File: src/common/lvd_params.svh
// Constants for the supply voltage reset monitor: offsets, fields, resets, timing.
// Summary of operation
// RULE_01: Software masks detector interrupt before enabling.
// RULE_02: Control bit 2 selects sense source.
// RULE_03: Level register bits 3:0 pick threshold.
// RULE_04: Control bit 7 enables the detector.
// RULE_05: Software waits stabilisation, ten microseconds maximum.
// RULE_06: Control bit 0 reads supply-above flag.
// RULE_07: Control bit 1 selects reset mode.
// RULE_08: Unmasked detector may interrupt right after enable.
// RULE_09: No reset when supply above at selection.
// RULE_10: Byte stop writes zero to control register.
// RULE_11: Bit stop clears reset mode, then enable.
// RULE_12: Enabled reset mode resets on low supply.
`ifndef LVD_PARAMS_SVH
`define LVD_PARAMS_SVH
`define OFS_CTRL 4'h0
`define OFS_LEVEL 4'h4
`define OFS_STATUS 4'h8
`define OFS_MASK 4'hC
`define BIT_FLAG 0
`define BIT_RMODE 1
`define BIT_SRC 2
`define BIT_EN 7
`define LEVEL_W 4
`define RST_CTRL 8'h00
`define RST_LEVEL 4'h0
`define RST_MASK 2'h3
`define STAB_TIME_NS 10000
`define CLK_PERIOD_NS 5
`define STAB_CYCLES (`STAB_TIME_NS / `CLK_PERIOD_NS)
`endif

File: src/common/lvd_pkg.sv
// Types shared by the supply voltage reset monitor files.
package lvd_pkg;
    typedef struct packed {
        logic enable;
        logic src;
        logic rmode;
    } ctrl_t;
    typedef enum logic [1:0] {ST_OFF, ST_SETTLE, ST_RUN} det_state_t;
    typedef struct packed {
        logic low_det;
        logic above_det;
    } events_t;
endpackage

File: src/hw/supply_voltage_reset_monitor.sv
// Register front end and control logic of the low-voltage detector.
//
// The register offsets and the AXI4-Lite interface to the registers were decided locally.
`timescale 1ns/1ps
`default_nettype none
`include "lvd_params.svh"
module supply_voltage_reset_monitor (
    // Clock and reset
    input wire logic aclk,
    input wire logic aresetn,
    // AXI4-Lite write address
    input wire logic awvalid,
    output logic awready,
    input wire logic [3:0] awaddr,
    // AXI4-Lite write data
    input wire logic wvalid,
    output logic wready,
    input wire logic [31:0] wdata,
    input wire logic [3:0] wstrb,
    // AXI4-Lite write response
    output logic bvalid,
    input wire logic bready,
    output logic [1:0] bresp,
    // AXI4-Lite read address
    input wire logic arvalid,
    output logic arready,
    input wire logic [3:0] araddr,
    // AXI4-Lite read data
    output logic rvalid,
    input wire logic rready,
    output logic [31:0] rdata,
    output logic [1:0] rresp,
    // Analog comparator: one input per sense source, high when supply is below threshold; threshold and enable out
    input wire logic vdd_below,
    input wire logic ext_below,
    output logic [3:0] detect_threshold_voltage,
    output logic comparator_on,
    // System outputs
    output logic internal_reset_req,
    output logic irq
);
    lvd_pkg::ctrl_t ctrl_q, ctrl_d;
    logic [`LEVEL_W-1:0] level_q, level_d;
    logic [1:0] status_q, status_d;
    logic [1:0] mask_q, mask_d;
    lvd_pkg::det_state_t st_q, st_d;
    logic [11:0] cnt_q, cnt_d;
    logic rst_q, rst_d;
    logic have_aw_q, have_aw_d, have_w_q, have_w_d;
    logic [3:0] aw_q, aw_d;
    logic [31:0] wd_q, wd_d;
    logic [3:0] ws_q, ws_d;
    logic bvalid_q, bvalid_d, rvalid_q, rvalid_d;
    logic [1:0] bresp_q, bresp_d, rresp_q, rresp_d;
    logic [31:0] rdata_q, rdata_d;
    logic [1:0] below_s;
    logic below;
    logic above_flag;
    lvd_pkg::events_t ev;
    logic wr_go;

    lvd_sync u_sync (
        .aclk(aclk),
        .aresetn(aresetn),
        .async_in({ext_below, vdd_below}),
        .sync_out(below_s)
    );

    // Source select: zero senses the main supply, the reset default. [RULE_02]
    assign below = ctrl_q.src ? below_s[1] : below_s[0];
    // The flag only reports once the comparator has settled, so polling covers the wait. [RULE_05]
    assign above_flag = (st_q == lvd_pkg::ST_RUN) && !below; // [RULE_06]
    assign detect_threshold_voltage = level_q; // [RULE_03]
    assign comparator_on = ctrl_q.enable; // [RULE_04]

    // Each channel is ready while it holds nothing; the write goes once address and data are both held and no write response is pending.
    assign awready = !have_aw_q;
    assign wready = !have_w_q;
    assign wr_go = have_aw_q && have_w_q && !bvalid_q;
    assign bvalid = bvalid_q;
    assign bresp = bresp_q;
    assign arready = !rvalid_q;
    assign rvalid = rvalid_q;
    assign rdata = rdata_q;
    assign rresp = rresp_q;

    // Detector state: settle timer after enable.
    // The 12-bit counter holds the whole settle wait with room to spare.
    always_comb begin
        st_d = st_q;
        cnt_d = cnt_q;
        unique case (st_q)
            lvd_pkg::ST_OFF: begin
                cnt_d = 12'h000;
                if (ctrl_q.enable) begin
                    st_d = lvd_pkg::ST_SETTLE;
                end
            end
            lvd_pkg::ST_SETTLE: begin
                cnt_d = cnt_q + 12'h001;
                if (cnt_q == 12'(`STAB_CYCLES - 1)) begin
                    st_d = lvd_pkg::ST_RUN;
                end
            end
            lvd_pkg::ST_RUN: begin
                cnt_d = 12'h000;
            end
        endcase
        if (!ctrl_q.enable) begin
            st_d = lvd_pkg::ST_OFF;
        end
    end

    // Events: a low supply seen while enabled and not in reset mode interrupts. [RULE_08]
    always_comb begin
        ev.low_det = ctrl_q.enable && !ctrl_q.rmode && below;
        ev.above_det = above_flag;
    end

    // Internal reset only on a low supply in reset mode; selecting reset mode
    // while above threshold leaves it quiet. [RULE_07] [RULE_09] [RULE_12]
    always_comb begin
        // Enable is tested as well as the run state: the state only drops to off
        // one cycle after enable clears, and the request must not outlive a stop
        // that leaves reset mode set.
        rst_d = (st_q == lvd_pkg::ST_RUN)
            && ctrl_q.enable
            && ctrl_q.rmode
            && below;
    end

    // Register writes and the write channel.
    always_comb begin
        ctrl_d = ctrl_q;
        level_d = level_q;
        mask_d = mask_q;
        status_d = status_q;
        have_aw_d = have_aw_q;
        have_w_d = have_w_q;
        aw_d = aw_q;
        wd_d = wd_q;
        ws_d = ws_q;
        bvalid_d = bvalid_q;
        bresp_d = bresp_q;
        if (awvalid && awready) begin
            have_aw_d = 1'b1;
            aw_d = awaddr;
        end
        if (wvalid && wready) begin
            have_w_d = 1'b1;
            wd_d = wdata;
            ws_d = wstrb;
        end
        if (bvalid_q && bready) begin
            bvalid_d = 1'b0;
        end
        if (wr_go) begin
            have_aw_d = 1'b0;
            have_w_d = 1'b0;
            bvalid_d = 1'b1;
            bresp_d = 2'h0;
            // Only the four aligned word offsets are mapped. Decoding the full
            // address keeps a stray byte offset from landing in the control
            // register; with strobe bit 0 set it is answered with a slave error instead.
            if (ws_q[0]) begin
                unique case (aw_q)
                    `OFS_CTRL: begin
                        // A zero byte stops everything in one access; bit writes
                        // are expected to drop reset mode before enable. [RULE_10] [RULE_11]
                        ctrl_d.enable = wd_q[`BIT_EN];
                        ctrl_d.src = wd_q[`BIT_SRC];
                        ctrl_d.rmode = wd_q[`BIT_RMODE];
                    end
                    `OFS_LEVEL: level_d = wd_q[`LEVEL_W-1:0];
                    `OFS_STATUS: status_d = status_q & ~wd_q[1:0];
                    `OFS_MASK: mask_d = wd_q[1:0];
                    default: bresp_d = 2'h2;
                endcase
            end
        end
        // Status bits are sticky; software clears them by writing ones.
        // Hardware set wins over a software clear in the same cycle.
        status_d = status_d | {ev.above_det, ev.low_det};
    end

    // Read channel.
    always_comb begin
        rvalid_d = rvalid_q;
        rdata_d = rdata_q;
        rresp_d = rresp_q;
        if (rvalid_q && rready) begin
            rvalid_d = 1'b0;
        end
        if (arvalid && arready) begin
            rvalid_d = 1'b1;
            rresp_d = 2'h0;
            rdata_d = 32'h0000_0000;
            // Same full decode as the write side, so an unaligned read also errors.
            unique case (araddr)
                `OFS_CTRL: begin
                    rdata_d[`BIT_EN] = ctrl_q.enable;
                    rdata_d[`BIT_SRC] = ctrl_q.src;
                    rdata_d[`BIT_RMODE] = ctrl_q.rmode;
                    rdata_d[`BIT_FLAG] = above_flag; // [RULE_06]
                end
                `OFS_LEVEL: rdata_d[`LEVEL_W-1:0] = level_q;
                `OFS_STATUS: rdata_d[1:0] = status_q;
                `OFS_MASK: rdata_d[1:0] = mask_q;
                default: rresp_d = 2'h2;
            endcase
        end
    end

    always_ff @(posedge aclk) begin
        if (!aresetn) begin
            ctrl_q <= lvd_pkg::ctrl_t'(3'h0);
            level_q <= `RST_LEVEL;
            // Mask starts set so enabling never interrupts unbidden. [RULE_01]
            mask_q <= `RST_MASK;
            status_q <= 2'h0;
            st_q <= lvd_pkg::ST_OFF;
            cnt_q <= 12'h000;
            rst_q <= 1'b0;
            have_aw_q <= 1'b0;
            have_w_q <= 1'b0;
            aw_q <= 4'h0;
            wd_q <= 32'h0000_0000;
            ws_q <= 4'h0;
            bvalid_q <= 1'b0;
            bresp_q <= 2'h0;
            rvalid_q <= 1'b0;
            rdata_q <= 32'h0000_0000;
            rresp_q <= 2'h0;
        end else begin
            ctrl_q <= ctrl_d;
            level_q <= level_d;
            mask_q <= mask_d;
            status_q <= status_d;
            st_q <= st_d;
            cnt_q <= cnt_d;
            rst_q <= rst_d;
            have_aw_q <= have_aw_d;
            have_w_q <= have_w_d;
            aw_q <= aw_d;
            wd_q <= wd_d;
            ws_q <= ws_d;
            bvalid_q <= bvalid_d;
            bresp_q <= bresp_d;
            rvalid_q <= rvalid_d;
            rdata_q <= rdata_d;
            rresp_q <= rresp_d;
        end
    end

    assign internal_reset_req = rst_q;
    // Level interrupt: any set status bit that software has not masked.
    assign irq = |(status_q & ~mask_q); // [RULE_08]
endmodule // supply_voltage_reset_monitor
`default_nettype wire

File: src/hw/lvd_sync.sv
// Two-stage synchroniser for the analog comparator outputs.
`timescale 1ns/1ps
`default_nettype none
module lvd_sync (
    // Clock and reset
    input wire logic aclk,
    input wire logic aresetn,
    // Asynchronous level in, synchronised level out
    input wire logic [1:0] async_in,
    output logic [1:0] sync_out
);
    logic [1:0] s1_q;
    logic [1:0] s2_q;
    always_ff @(posedge aclk) begin
        if (!aresetn) begin
            s1_q <= 2'h0;
            s2_q <= 2'h0;
        end else begin
            s1_q <= async_in;
            s2_q <= s1_q;
        end
    end
    assign sync_out = s2_q;
endmodule // lvd_sync
`default_nettype wire

File: config.mk
export PLATFORM = sky130hd
export DESIGN_NAME = supply_voltage_reset_monitor
export DESIGN_NICKNAME = d
export VERILOG_FILES = /design/src/common/lvd_pkg.sv /design/src/hw/supply_voltage_reset_monitor.sv /design/src/hw/lvd_sync.sv
export VERILOG_INCLUDE_DIRS = /design/src /design/src/common
export SDC_FILE = /design/constraint.sdc
export NUM_CORES = 1
export LEC_CHECK = 0
export BUFFER_PORTS_ARGS = -buffer_cell sky130_fd_sc_hd__buf_4
export CELL_PAD_IN_SITES_DETAIL_PLACEMENT = 1
export CELL_PAD_IN_SITES_GLOBAL_PLACEMENT = 1
export CORE_ASPECT_RATIO = 1.2
export CORE_MARGIN = 1.5
export CORE_UTILIZATION = 34
export CTS_CLUSTER_DIAMETER = 40
export CTS_CLUSTER_SIZE = 25
export DETAILED_ROUTE_END_ITERATION = 10
export GPL_TIMING_DRIVEN = 0
export PLACE_DENSITY = 0.81
export SLEW_MARGIN = 30
export SYNTH_ARGS = -nofsm -noshare
export SYNTH_HDL_FRONTEND = slang
export SYNTH_SLANG_ARGS = --single-unit
File: constraint.sdc
create_clock -name aclk -period 1.59 [get_ports aclk]
set_input_delay 0.3975 -clock aclk [delete_from_list [all_inputs] [get_ports aclk]]
set_output_delay 0.3975 -clock aclk [all_outputs]
set_load 0.02 [all_outputs]
==> metrics.md, run 1 <==
| Metric | Value |
|---|---|
| EDFF count, synth | 0 |
| Aggregate global-route resource usage | 14.90% |
| Clock skew | 0.01042 ns |
| Share of cells above drive strength 1 | 26.38% |
| Worst Path Required | 1.19 ns |
| Total CTS buffers | 5 |
| Horiz. Die Dim | 78.43 µm |
| Main synth FF type | dfxtp_1 |
| Startpoint types | register |
| Row count | 32 |
| Routed len/inst | 12.65 µm |
| Via count | 1886 |
| Netlist Area Pre-Place | 2321 µm² |
| Antenna fix cells | 0 |
| Worst skew pair latency | 0.32 ns |
| Critical Path Fanout Max | 3 |
| Fill count | 771 |
| Slew Viols, Final | 0 |
| Top Ports | 101 |
| Die area | 7334 µm² |
| Sequential element share of the synthesized area | 43.99% |
| Cell count after synthesis | 251 |
| Register bit total from synthesis | 51 |
| GRT Residual Overflow | 0 |
| Number of sinks on the clock net | 51 |
| CORE AREA | 6526 µm² |
| First-pass GRT wire length | 8459 µm |
| Setup TNS | 0 ns |
| Post-route minimum period | 1.484 ns |
| Die height | 93.51 µm |
| Worst path arrival time | 1.09 ns |
| Final setup violating endpoints | 0 |
| VDD IR max | 463.4 µV |
| Reg-to-reg setup timing slack | 0.17 ns |
| Drt initial violations | 51 |
| Vias in the first global route | 1830 |
| Routed Antenna Nets | 0 |
| Max Buffers Root-to-Sink | 2 |
| Pwr Density | 827.3 nW/µm² |
| Initial Util | 35.56% |
| Clock transition at path regs | 0.10 ns |
| Multi-input gate area | 1116 µm² |
| Buffers added on ports | 39 |
| Syn-to-layout area delta | 25.98% |
| Final Wtd Congestion | 0.7383 |
| Hold Crit Start | vdd_below |
| Pre-Repair DR Iteration Count | 4 |
| CTS Hold Bufs | 0 |
| Power Total | 2.419 mW |
| Initial antenna violation count | 0 |
| Crit share post-route | 93.32% |
| Fraction of registers with async set/reset | 0% |
| Routed Wire Length | 5199 µm |
| Clock Tree Root | clkbuf_8 |
| Endpoints failing hold | 0 |
| Worst hold path type | in2reg |
| Vias per cell | 4.589 |
| Worst Setup SP | status_q[1] |
| Most common cell after layout, fill and taps aside | buf_4 |
| H-tree levels | 2 |
| CTS tree | done |
| Yosys warns | 0 |
| Worst r2r src | rvalid |
| Synth cell types | 45 |
| CP Class | reg2out |
| Most frequent cells in the layout | buf_4, dfxtp_1, conb_1 |
| FMAX | 0.6740 GHz |
| RSZ-0062 raised after global routing | false |
| Largest net degree at the start of global routing | 18 |
| Flip-flop and latch area | 1021 µm² |
| Syn Area/Cell | 9.247 µm² |
| Outcome | finished, final reports clean |
| P_leak | 1.290 nW |
| Nets | 379 |
| Critical path capture point type | primary output |
| Max-cap check violation count | 0 |
| DRC | 0 |
| DPL Wire Length | 4125 µm |
-- synthesized netlist by cell type, types with 3 or more instances --
cell type  count  area [µm²]
a21oi_1        3       15.01
xnor2_1        3       26.28
nor2b_1       19       118.9
nor2_1        16       60.06
mux2i_1       18       180.2
o21ai_0        9       45.04
buf_4         29       217.7
dfxtp_1       51        1021
nor3_1         4       20.02
nand2_1       23       86.33
clkbuf_1       9       33.78
and2_1         5       31.28
inv_1          7       26.28
nand3_1        9       45.04
xor2_1         6       52.55
and3_1         4       25.02
nand4_1        3       18.77
-- logic make-up (layout without fill, tap and decap cells) --
| family | Yosys count | in the layout | synth area share, % |
|---|---|---|---|
| multiplexers | 19 | 19 | 8.248 |
| flip-flops | 51 | 51 | 43.99 |
| XOR/XNOR | 9 | 9 | 3.396 |
| other | 1 | 29 | 0.1616 |
| AND/OR/NAND/NOR | 98 | 98 | 23.50 |
| adder cells (fa/ha/maj) | 1 | 1 | 0.5390 |
| AO/OA/AOI/OAI | 25 | 25 | 7.493 |
| buffers and inverters | 47 | 94 | 12.67 |
-- routing by layer --
metal / vias to the layer above / GRT usage [%] / share of wire [%]
met5: - / 0 / 0
met4: 0 / 5.804 / 1.7
met3: 6 / 3.610 / 4.9
met2: 48 / 26.52 / 52
met1: 894 / 17.05 / 41
li1: 938 / - / -
-- repair_timing --
action | 4_1_cts | 5_1_grt
buffers inserted | 0 | 0
setup endpoints to repair | 0 | 2
gates resized for setup | 0 | 1
-- final timing paths --
path,depth (start not counted),to
worst max register to register,4,rdata[7]
worst min-delay path,2,u_sync.s1_q[0]
worst min register to register,1,u_sync.sync_out[1]
worst max-delay path,3,irq
-- through the flow --
| stage | instance area (µm²) | utilization [%] | hold WS, ns | cells | setup WS [ns] |
|---|---|---|---|---|---|
| after global placement | 2825 | 43.29 | 0.4183 | 403 | 0.06742 |
| after CTS | 2919 | 44.73 | 0.2960 | 411 | 0.09837 |
| final | 2924 | 44.80 | 0.2942 | 411 | 0.1062 |
| after floorplan | 2426 | - | 0.4119 | 279 | 0.1866 |
| after detailed placement | 2825 | 43.29 | 0.4212 | 403 | 0.04290 |
| after global routing | 2924 | 44.80 | 0.2993 | 411 | 0.06616 |
-- critical path, stage by stage, from the launching register on --
cell,delay (ns)
dfxtp_1,0.36
inv_1,0.05
o22ai_1,0.18
buf_4,0.18
-- registers in the layout, summed over array words and instances, names as in the netlist, 4 cells and up --
name                      cells
cnt_q                        12
rdata                         5
wd_q                          5
aw_q                          4
detect_threshold_voltage      4
-- where the power goes --
part | switching (mW) | internal [mW]
combinational | 0.168 | 0.149
clock | 0.453 | 0.315
sequential | 0.0270 | 1.31
-- area by class of cell --
class / count / share of cell area (%)
timing repair buffer: 39 / 10.01
tap: 85 / 3.637
clock buffer: 5 / 2.353
multi-input combinational: 181 / 38.17
clock inverter: 3 / 0.8558
inverter: 7 / 0.8986
sequential: 51 / 34.92
buffer: 40 / 9.157
Note: power is estimated with default switching activity, not from simulation.
==> run 2, diff against run 1 <==
--- a/config.mk
+++ b/config.mk
@@ -12,6 +12,7 @@
 export CORE_ASPECT_RATIO = 1.2
 export CORE_MARGIN = 1.5
 export CORE_UTILIZATION = 34
+export CTS_BUF_LIST = sky130_fd_sc_hd__clkbuf_16
 export CTS_CLUSTER_DIAMETER = 40
 export CTS_CLUSTER_SIZE = 25
 export DETAILED_ROUTE_END_ITERATION = 10
==> run 2 against run 1 <==
  * Die area stayed put
  * Clock-buffer cell count stayed put
  * Sequential power hardly changed
  * Critical path depth unchanged
  * Routed wire length is 4.5% higher
  * Final cell count stayed put
  * Clock power up 41%
  * Critical path type unchanged
  * Largest power group unchanged
  * Critical endpoint unchanged
==> metrics.md, run 2 (synthesis gave the netlist of run 1 again) <==
| Metric | Value |
|---|---|
| Outcome | finished, final reports clean |
| Crit path max-delay cell type | dfxtp_1 |
| Startpoint types | register |
| Via count | 1880 (-0.32%) |
| Worst Path Required | 1.19 ns (about the same) |
| Largest stage delay on the critical path | 0.35 ns (about the same) |
| WHS | 0.3187 ns (+0.02443 ns) |
| CP Buf/Inv Count | 2 (unchanged) |
| Reg power frac | 48.9% (-6.3 points) |
| Antenna fix cells | 0 (unchanged) |
| Total CTS buffers | 5 (unchanged) |
| Share of cells above drive strength 1 | 26.38% (unchanged) |
| Clock power frac | 39.5% (+7.8 points) |
| Final Wtd Congestion | 0.7383 (unchanged) |
| Nets | 379 (unchanged) |
| Clock Tree Root | clkbuf_16 |
| Fill count | 762 (-1.2%) |
| DPL Wire Length | 4125 µm (unchanged) |
| Most common cell after layout, fill and taps aside | buf_4 |
| Switching power | 685.4 µW (+5.9%) |
| Endpoints failing hold | 0 (unchanged) |
| Clock transition at path regs | 0.07 ns (-0.03 ns) |
| Clock skew | 0.006779 ns (-0.003645 ns) |
| DRC | 0 (unchanged) |
| Top Ports | 101 (unchanged) |
| Critical path capture point type | primary output |
| Gr busiest metal | met2 |
| Post-route minimum period | 1.464 ns (-0.01965 ns) |
| Final setup violating endpoints | 0 (unchanged) |
| First-pass GRT wire length | 8776 µm (+3.7%) |
| Setup TNS | 0 ns (unchanged) |
| Non-Filler Instances | 411 (unchanged) |
| GRT met1 Usage | 17.46% (+0.41 points) |
| Largest net degree at the start of global routing | 18 (unchanged) |
| H-tree levels | 2 (unchanged) |
| CTS tree | done |
| CORE AREA | 6526 µm² (unchanged) |
| Buffers added on ports | 39 (unchanged) |
| Part of the power in combinational logic | 11.6% (-1.5 points) |
| Horiz. Die Dim | 78.43 µm (unchanged) |
| Max-cap check violation count | 0 (unchanged) |
| Largest register FFs | 12 (unchanged) |
| FMAX | 0.6830 GHz (+1.3%) |
| Row count | 32 (unchanged) |
| Initial Util | 35.56% (unchanged) |
| Setup WS pre-CTS | 0.04290 ns (unchanged) |
| Routed Antenna Nets | 0 (unchanged) |
| Worst skew pair latency | 0.29 ns (-0.03 ns) |
| Syn-to-layout area delta | 28.41% |
| Worst path arrival time | 1.07 ns (-0.02 ns) |
| CP Class | reg2out |
| Drt initial violations | 82 (+61%) |
| Crit share post-route | 92.08% (-1.2 points) |
| Vias in the first global route | 1849 (+1.0%) |
| VDD IR max | 479.5 µV (+3.5%) |
| Routed Wire Length | 5433 µm (+4.5%) |
| Met2 Usage GRT | 28.26% (+1.7 points) |
| Switch share | 25.09% (-1.7 points) |
| Total placed cells including tap cells | 403 (unchanged) |
| Routed len/inst | 13.22 µm (+4.5%) |
| P_leak | 1.315 nW (+2.0%) |
| Critical-path cell list | inv_1, o22ai_1, buf_4 |
| Pwr Density | 916.4 nW/µm² (+11%) |
| Critical Path Fanout Max | 3 (unchanged) |
| Most frequent cells in the layout | buf_4, dfxtp_1, conb_1 |
| Met3 usage | 3.610% (unchanged) |
| GRT Residual Overflow | 0 (unchanged) |
| Die height | 93.51 µm (unchanged) |
| Crit-path leading delay family | flip-flops |
| Aggregate global-route resource usage | 15.47% (+0.57 points) |
| Setup WS post-layout | 0.1259 ns (+0.01965 ns) |
| RSZ-0062 raised after global routing | false |
| Max Buffers Root-to-Sink | 2 (unchanged) |
| Pre-Repair DR Iteration Count | 4 (unchanged) |
| Number of sinks on the clock net | 51 (unchanged) |
| Vias per cell | 4.574 (-0.32%) |
| Post-layout util | 45.67% (+0.86 points) |
| Most flop-heavy register | cnt_q |
| Internal power | 2.046 mW (+15%) |
| Worst hold path type | in2reg |
| Die area | 7334 µm² (unchanged) |
| Initial antenna violation count | 0 (unchanged) |
| Slew Viols, Final | 0 (unchanged) |
[run 2: cell types whose count changed in the layout (fill, tap and decap cells not counted)]
cell and change:
clkbuf_8 -5, clkbuf_16 +5
[run 2: area by class of cell]
type | instances | area, µm² | area share (%)
Clock buffer | 5 | 125.1 | 4.198
Buffer | 40 | 267.8 | 8.984
Inverter | 7 | 26.28 | 0.8816
Timing Repair Buffer | 39 | 292.8 | 9.824
Multi-Input combinational cell | 181 | 1116 | 37.45
Clock inverter | 3 | 25.02 | 0.8396
Sequential cell | 51 | 1021 | 34.26
Tap cell | 85 | 106.4 | 3.568
[run 2: repair_timing]
item                                    4_1_cts  5_1_grt
hold buffers                                  0        0
resized for setup                             0        1
setup buffers                                 0        0
endpoints found under the hold margin         0        0
endpoints found under the setup margin        0        3
[run 2: path summary, 6_finish.rpt]
check | startpoint | to | slack [ns] | cells after the start
min reg2reg | u_sync.s1_q[1] | u_sync.sync_out[1] | 0.43 | 1
min | vdd_below | u_sync.s1_q[0] | 0.32 | 2
max | status_q[1] | irq | 0.13 | 3
max reg2reg | have_w_q | status_q[1] | 0.18 | 4
[run 2: stage by stage]
stage | power, mW | instance area [µm²]
after floorplan | 1.585 | 2426
after detailed placement | 1.680 | 2825
after CTS | 2.752 | 2975
final | 2.731 | 2980
after global routing | 2.845 | 2980
after global placement | 1.672 | 2825
[run 2: power by group through the flow]
| stage | Clock (mW) | Combinational, mW | Sequential [mW] |
|---|---|---|---|
| 2_1_floorplan | 0 | 0.221 | 1.36 |
| 5_1_grt | 1.16 | 0.344 | 1.34 |
| 6_report | 1.08 | 0.317 | 1.34 |
| 3_5_place_dp | 0 | 0.315 | 1.36 |
| 4_1_cts | 1.10 | 0.317 | 1.34 |
| 3_3_place_gp | 0 | 0.309 | 1.36 |
[run 2: routing by layer]
metal | part of all wire (%) | up-vias | wire length [µm]
li1 | - | 939 | -
met1 | 40 | 891 | 2164
met2 | 54 | 44 | 2939
met3 | 4.5 | 6 | 246
met4 | 1.5 | 0 | 83
met5 | 0 | - | 0
[run 2: worst register-to-register path, cell delays in order, from the launching register on]
cell     delay, ns
dfxtp_1       0.38
and3b_1       0.28
nand2_1       0.11
nor3b_1       0.36
a31oi_1       0.15
==> run 3, diff against run 2 <==
--- a/config.mk
+++ b/config.mk
@@ -17,7 +17,7 @@
 export CTS_CLUSTER_SIZE = 25
 export DETAILED_ROUTE_END_ITERATION = 10
 export GPL_TIMING_DRIVEN = 0
-export PLACE_DENSITY = 0.81
+export PLACE_DENSITY = 0.84
 export SLEW_MARGIN = 30
 export SYNTH_ARGS = -nofsm -noshare
 export SYNTH_HDL_FRONTEND = slang
==> run 3 against run 2 <==
  * Sequential share of layout area increased by 0.12 points
  * Worst hold slack improved by 0.0020 ns
  * Final cell count unchanged
  * Clock-buffer cell count is the same
  * Critical path type is now reg2reg
  * Via count decreased by 0.27%
  * Clock power down 6%
  * Largest power group unchanged
  * First-iteration DRC count fell by 51%
  * Utilization shrank 0.15 points
  * Non-clock buffer count unchanged
  * Largest cell class unchanged
  * Routed wire length fell by 2.8%
==> metrics.md, run 3 (synthesis gave the netlist of run 1 again) <==
| Metric | Value |
|---|---|
| Outcome | finished, final reports clean |
| P_leak | 1.319 nW (+0.25%) |
| Switch share | 23.99% (-1.1 points) |
| Most frequent cells in the layout | buf_4, dfxtp_1, conb_1 |
| Via count | 1875 (-0.27%) |
| CTS tree | done |
| Most flop-heavy register | cnt_q |
| FF-to-FF path depth | 4 (unchanged) |
| Share of cells above drive strength 1 | 26.38% (unchanged) |
| Final setup violating endpoints | 0 (unchanged) |
| WHS | 0.3207 ns (+0.002040 ns) |
| Routed Antenna Nets | 0 (unchanged) |
| Clock power frac | 38.2% (-1.3 points) |
| R2r endpoint | rdata[7] |
| Met2 routed WL | 2671 µm (-9.1%) |
| Internal power | 2.032 mW (-0.67%) |
| Clock skew | 0.003881 ns (-0.002898 ns) |
| DR top layer | met4 |
| Antenna fix cells | 0 (unchanged) |
| Slew Viols, Final | 0 (unchanged) |
| Drt initial violations | 40 (-51%) |
| CORE AREA | 6526 µm² (unchanged) |
| Clock Tree Root | clkbuf_16 |
| First-pass GRT wire length | 8673 µm (-1.2%) |
| Worst hold path type | in2reg |
| DRC | 0 (unchanged) |
| Met3 Routed Length | 240 µm (-2.4%) |
| Max-cap check violation count | 0 (unchanged) |
| Placed cell area | 2825 µm² (unchanged) |
| Initial antenna violation count | 0 (unchanged) |
| Worst skew pair latency | 0.28 ns (about the same) |
| Post-CTS Setup Inserts | 0 (unchanged) |
| Max Buffers Root-to-Sink | 2 (unchanged) |
| Die area | 7334 µm² (unchanged) |
| Power Total | 2.674 mW (-2.1%) |
| GRT Residual Overflow | 0 (unchanged) |
| CP Class | reg2reg |
| Part of the power in combinational logic | 11.8% (+0.2 points) |
| Initial Util | 35.56% (unchanged) |
| Worst Path Required | 1.81 ns (+0.62 ns) |
| Startpoint types | register |
| Top Ports | 101 (unchanged) |
| Post-layout util | 45.51% (-0.15 points) |
| Worst Setup SP | rvalid |
| Row count | 32 (unchanged) |
| Vias in the first global route | 1869 (+1.1%) |
| H-tree levels | 2 (unchanged) |
| Worst path arrival time | 1.65 ns (+0.58 ns) |
| Worst r2r src | rvalid |
| Largest register FFs | 12 (unchanged) |
| Setup WS post-layout | 0.1601 ns (+0.03422 ns) |
| Nets | 379 (unchanged) |
| Vias per cell | 4.562 (-0.27%) |
| Pwr Density | 900.1 nW/µm² (-1.8%) |
| Total CTS buffers | 5 (unchanged) |
| Buffers added on ports | 39 (unchanged) |
| Switching power | 641.3 µW (-6.4%) |
| Routed len/inst | 12.85 µm (-2.8%) |
| VDD IR max | 403.1 µV (-16%) |
| Critical Path Sink | rdata[7] |
| Crit share post-route | 89.93% (-2.2 points) |
| Endpoints failing hold | 0 (unchanged) |
| Largest net degree at the start of global routing | 16 (-2) |
| Reg power frac | 50.0% (+1.1 points) |
| Design area | 2970 µm² (-0.34%) |
| Critical path capture point type | register |
| Clock transition at path regs | 0.07 ns (about the same) |
| Critical Path Fanout Max | 6 (+3) |
| Post-route minimum period | 1.430 ns (-0.03422 ns) |
| DRT met1 WL | 2294 µm (+6.0%) |
| Aggregate global-route resource usage | 15.18% (-0.29 points) |
| Number of sinks on the clock net | 51 (unchanged) |
| RSZ-0062 raised after global routing | false |
| Pre-Repair DR Iteration Count | 4 (unchanged) |
| Horiz. Die Dim | 78.43 µm (unchanged) |
| Final Wtd Congestion | 0.7717 (+4.5%) |
| Syn-to-layout area delta | 27.98% |
| Most common cell after layout, fill and taps aside | buf_4 |
| Routed Wire Length | 5282 µm (-2.8%) |
| DPL Wire Length | 4114 µm (-0.26%) |
| Setup WS pre-CTS | -0.04249 ns (-0.08539 ns) |
| Reg-to-reg setup timing slack | 0.16 ns (-0.02 ns) |
| FMAX | 0.6994 GHz (+2.4%) |
| Die height | 93.51 µm (unchanged) |
run 3: changes by cell type in the layout (fill, tap and decap cells not counted):
cell | before | now
clkinv_2 | 0 | 3
clkinv_4 | 2 | 0
clkinvlp_4 | 1 | 0
run 3: repair_timing:
| action | CTS | global route |
|---|---|---|
| resized for setup | 0 | 1 |
| hold buffers | 0 | 0 |
| endpoints found under the setup margin | 0 | 3 |
run 3: final cells by class:
class,count,area (µm²)
plain buffers,40,267.8
clock buffers,5,125.1
clock inverters,3,15.01
fillers,791,3556
inverters,7,26.28
multi-input cells,181,1116
flip-flops and latches,51,1021
well taps,85,106.4
repair buffers,39,292.8
run 3: routing by layer:
layer / vias up / GRT usage, %
li1: 936 / -
met1: 880 / 17.33
met2: 51 / 27.10
met3: 8 / 3.610
met4: 0 / 5.952
met5: - / 0
run 3: worst min-delay path by stage:
stage / from / slack (ns) / end / cells past startpoint
6_report: ext_below / 0.32 / u_sync.s1_q[1] / 2
5_1_grt: vdd_below / 0.33 / u_sync.s1_q[0] / 2
4_1_cts: vdd_below / 0.32 / u_sync.s1_q[0] / 2
3_5_place_dp: u_sync.s1_q[1] / 0.42 / u_sync.sync_out[1] / 1
3_3_place_gp: u_sync.s1_q[0] / 0.42 / u_sync.sync_out[0] / 1
2_1_floorplan: u_sync.s1_q[0] / 0.41 / u_sync.sync_out[0] / 1
run 3: power by group through the flow:
stage,Clock [mW],Sequential (mW),Combinational [mW]
after floorplan,0,1.36,0.221
after global placement,0,1.36,0.308
after detailed placement,0,1.36,0.312
after CTS,1.05,1.34,0.314
after global routing,1.10,1.34,0.342
final,1.02,1.34,0.315
run 3: worst max-delay path, stage by stage, from the launching register on:
cell,delay (ns)
dfxtp_1,0.35
or4b_4,0.58
nor3_2,0.19
a22oi_1,0.12
nor2b_1,0.13
run 3: stage by stage:
stage | instances | TNS [ns]
4_1_cts | 411 | 0
3_3_place_gp | 403 | 0
3_5_place_dp | 403 | -0.04249
2_1_floorplan | 279 | 0
5_1_grt | 411 | 0
6_report | 411 | 0
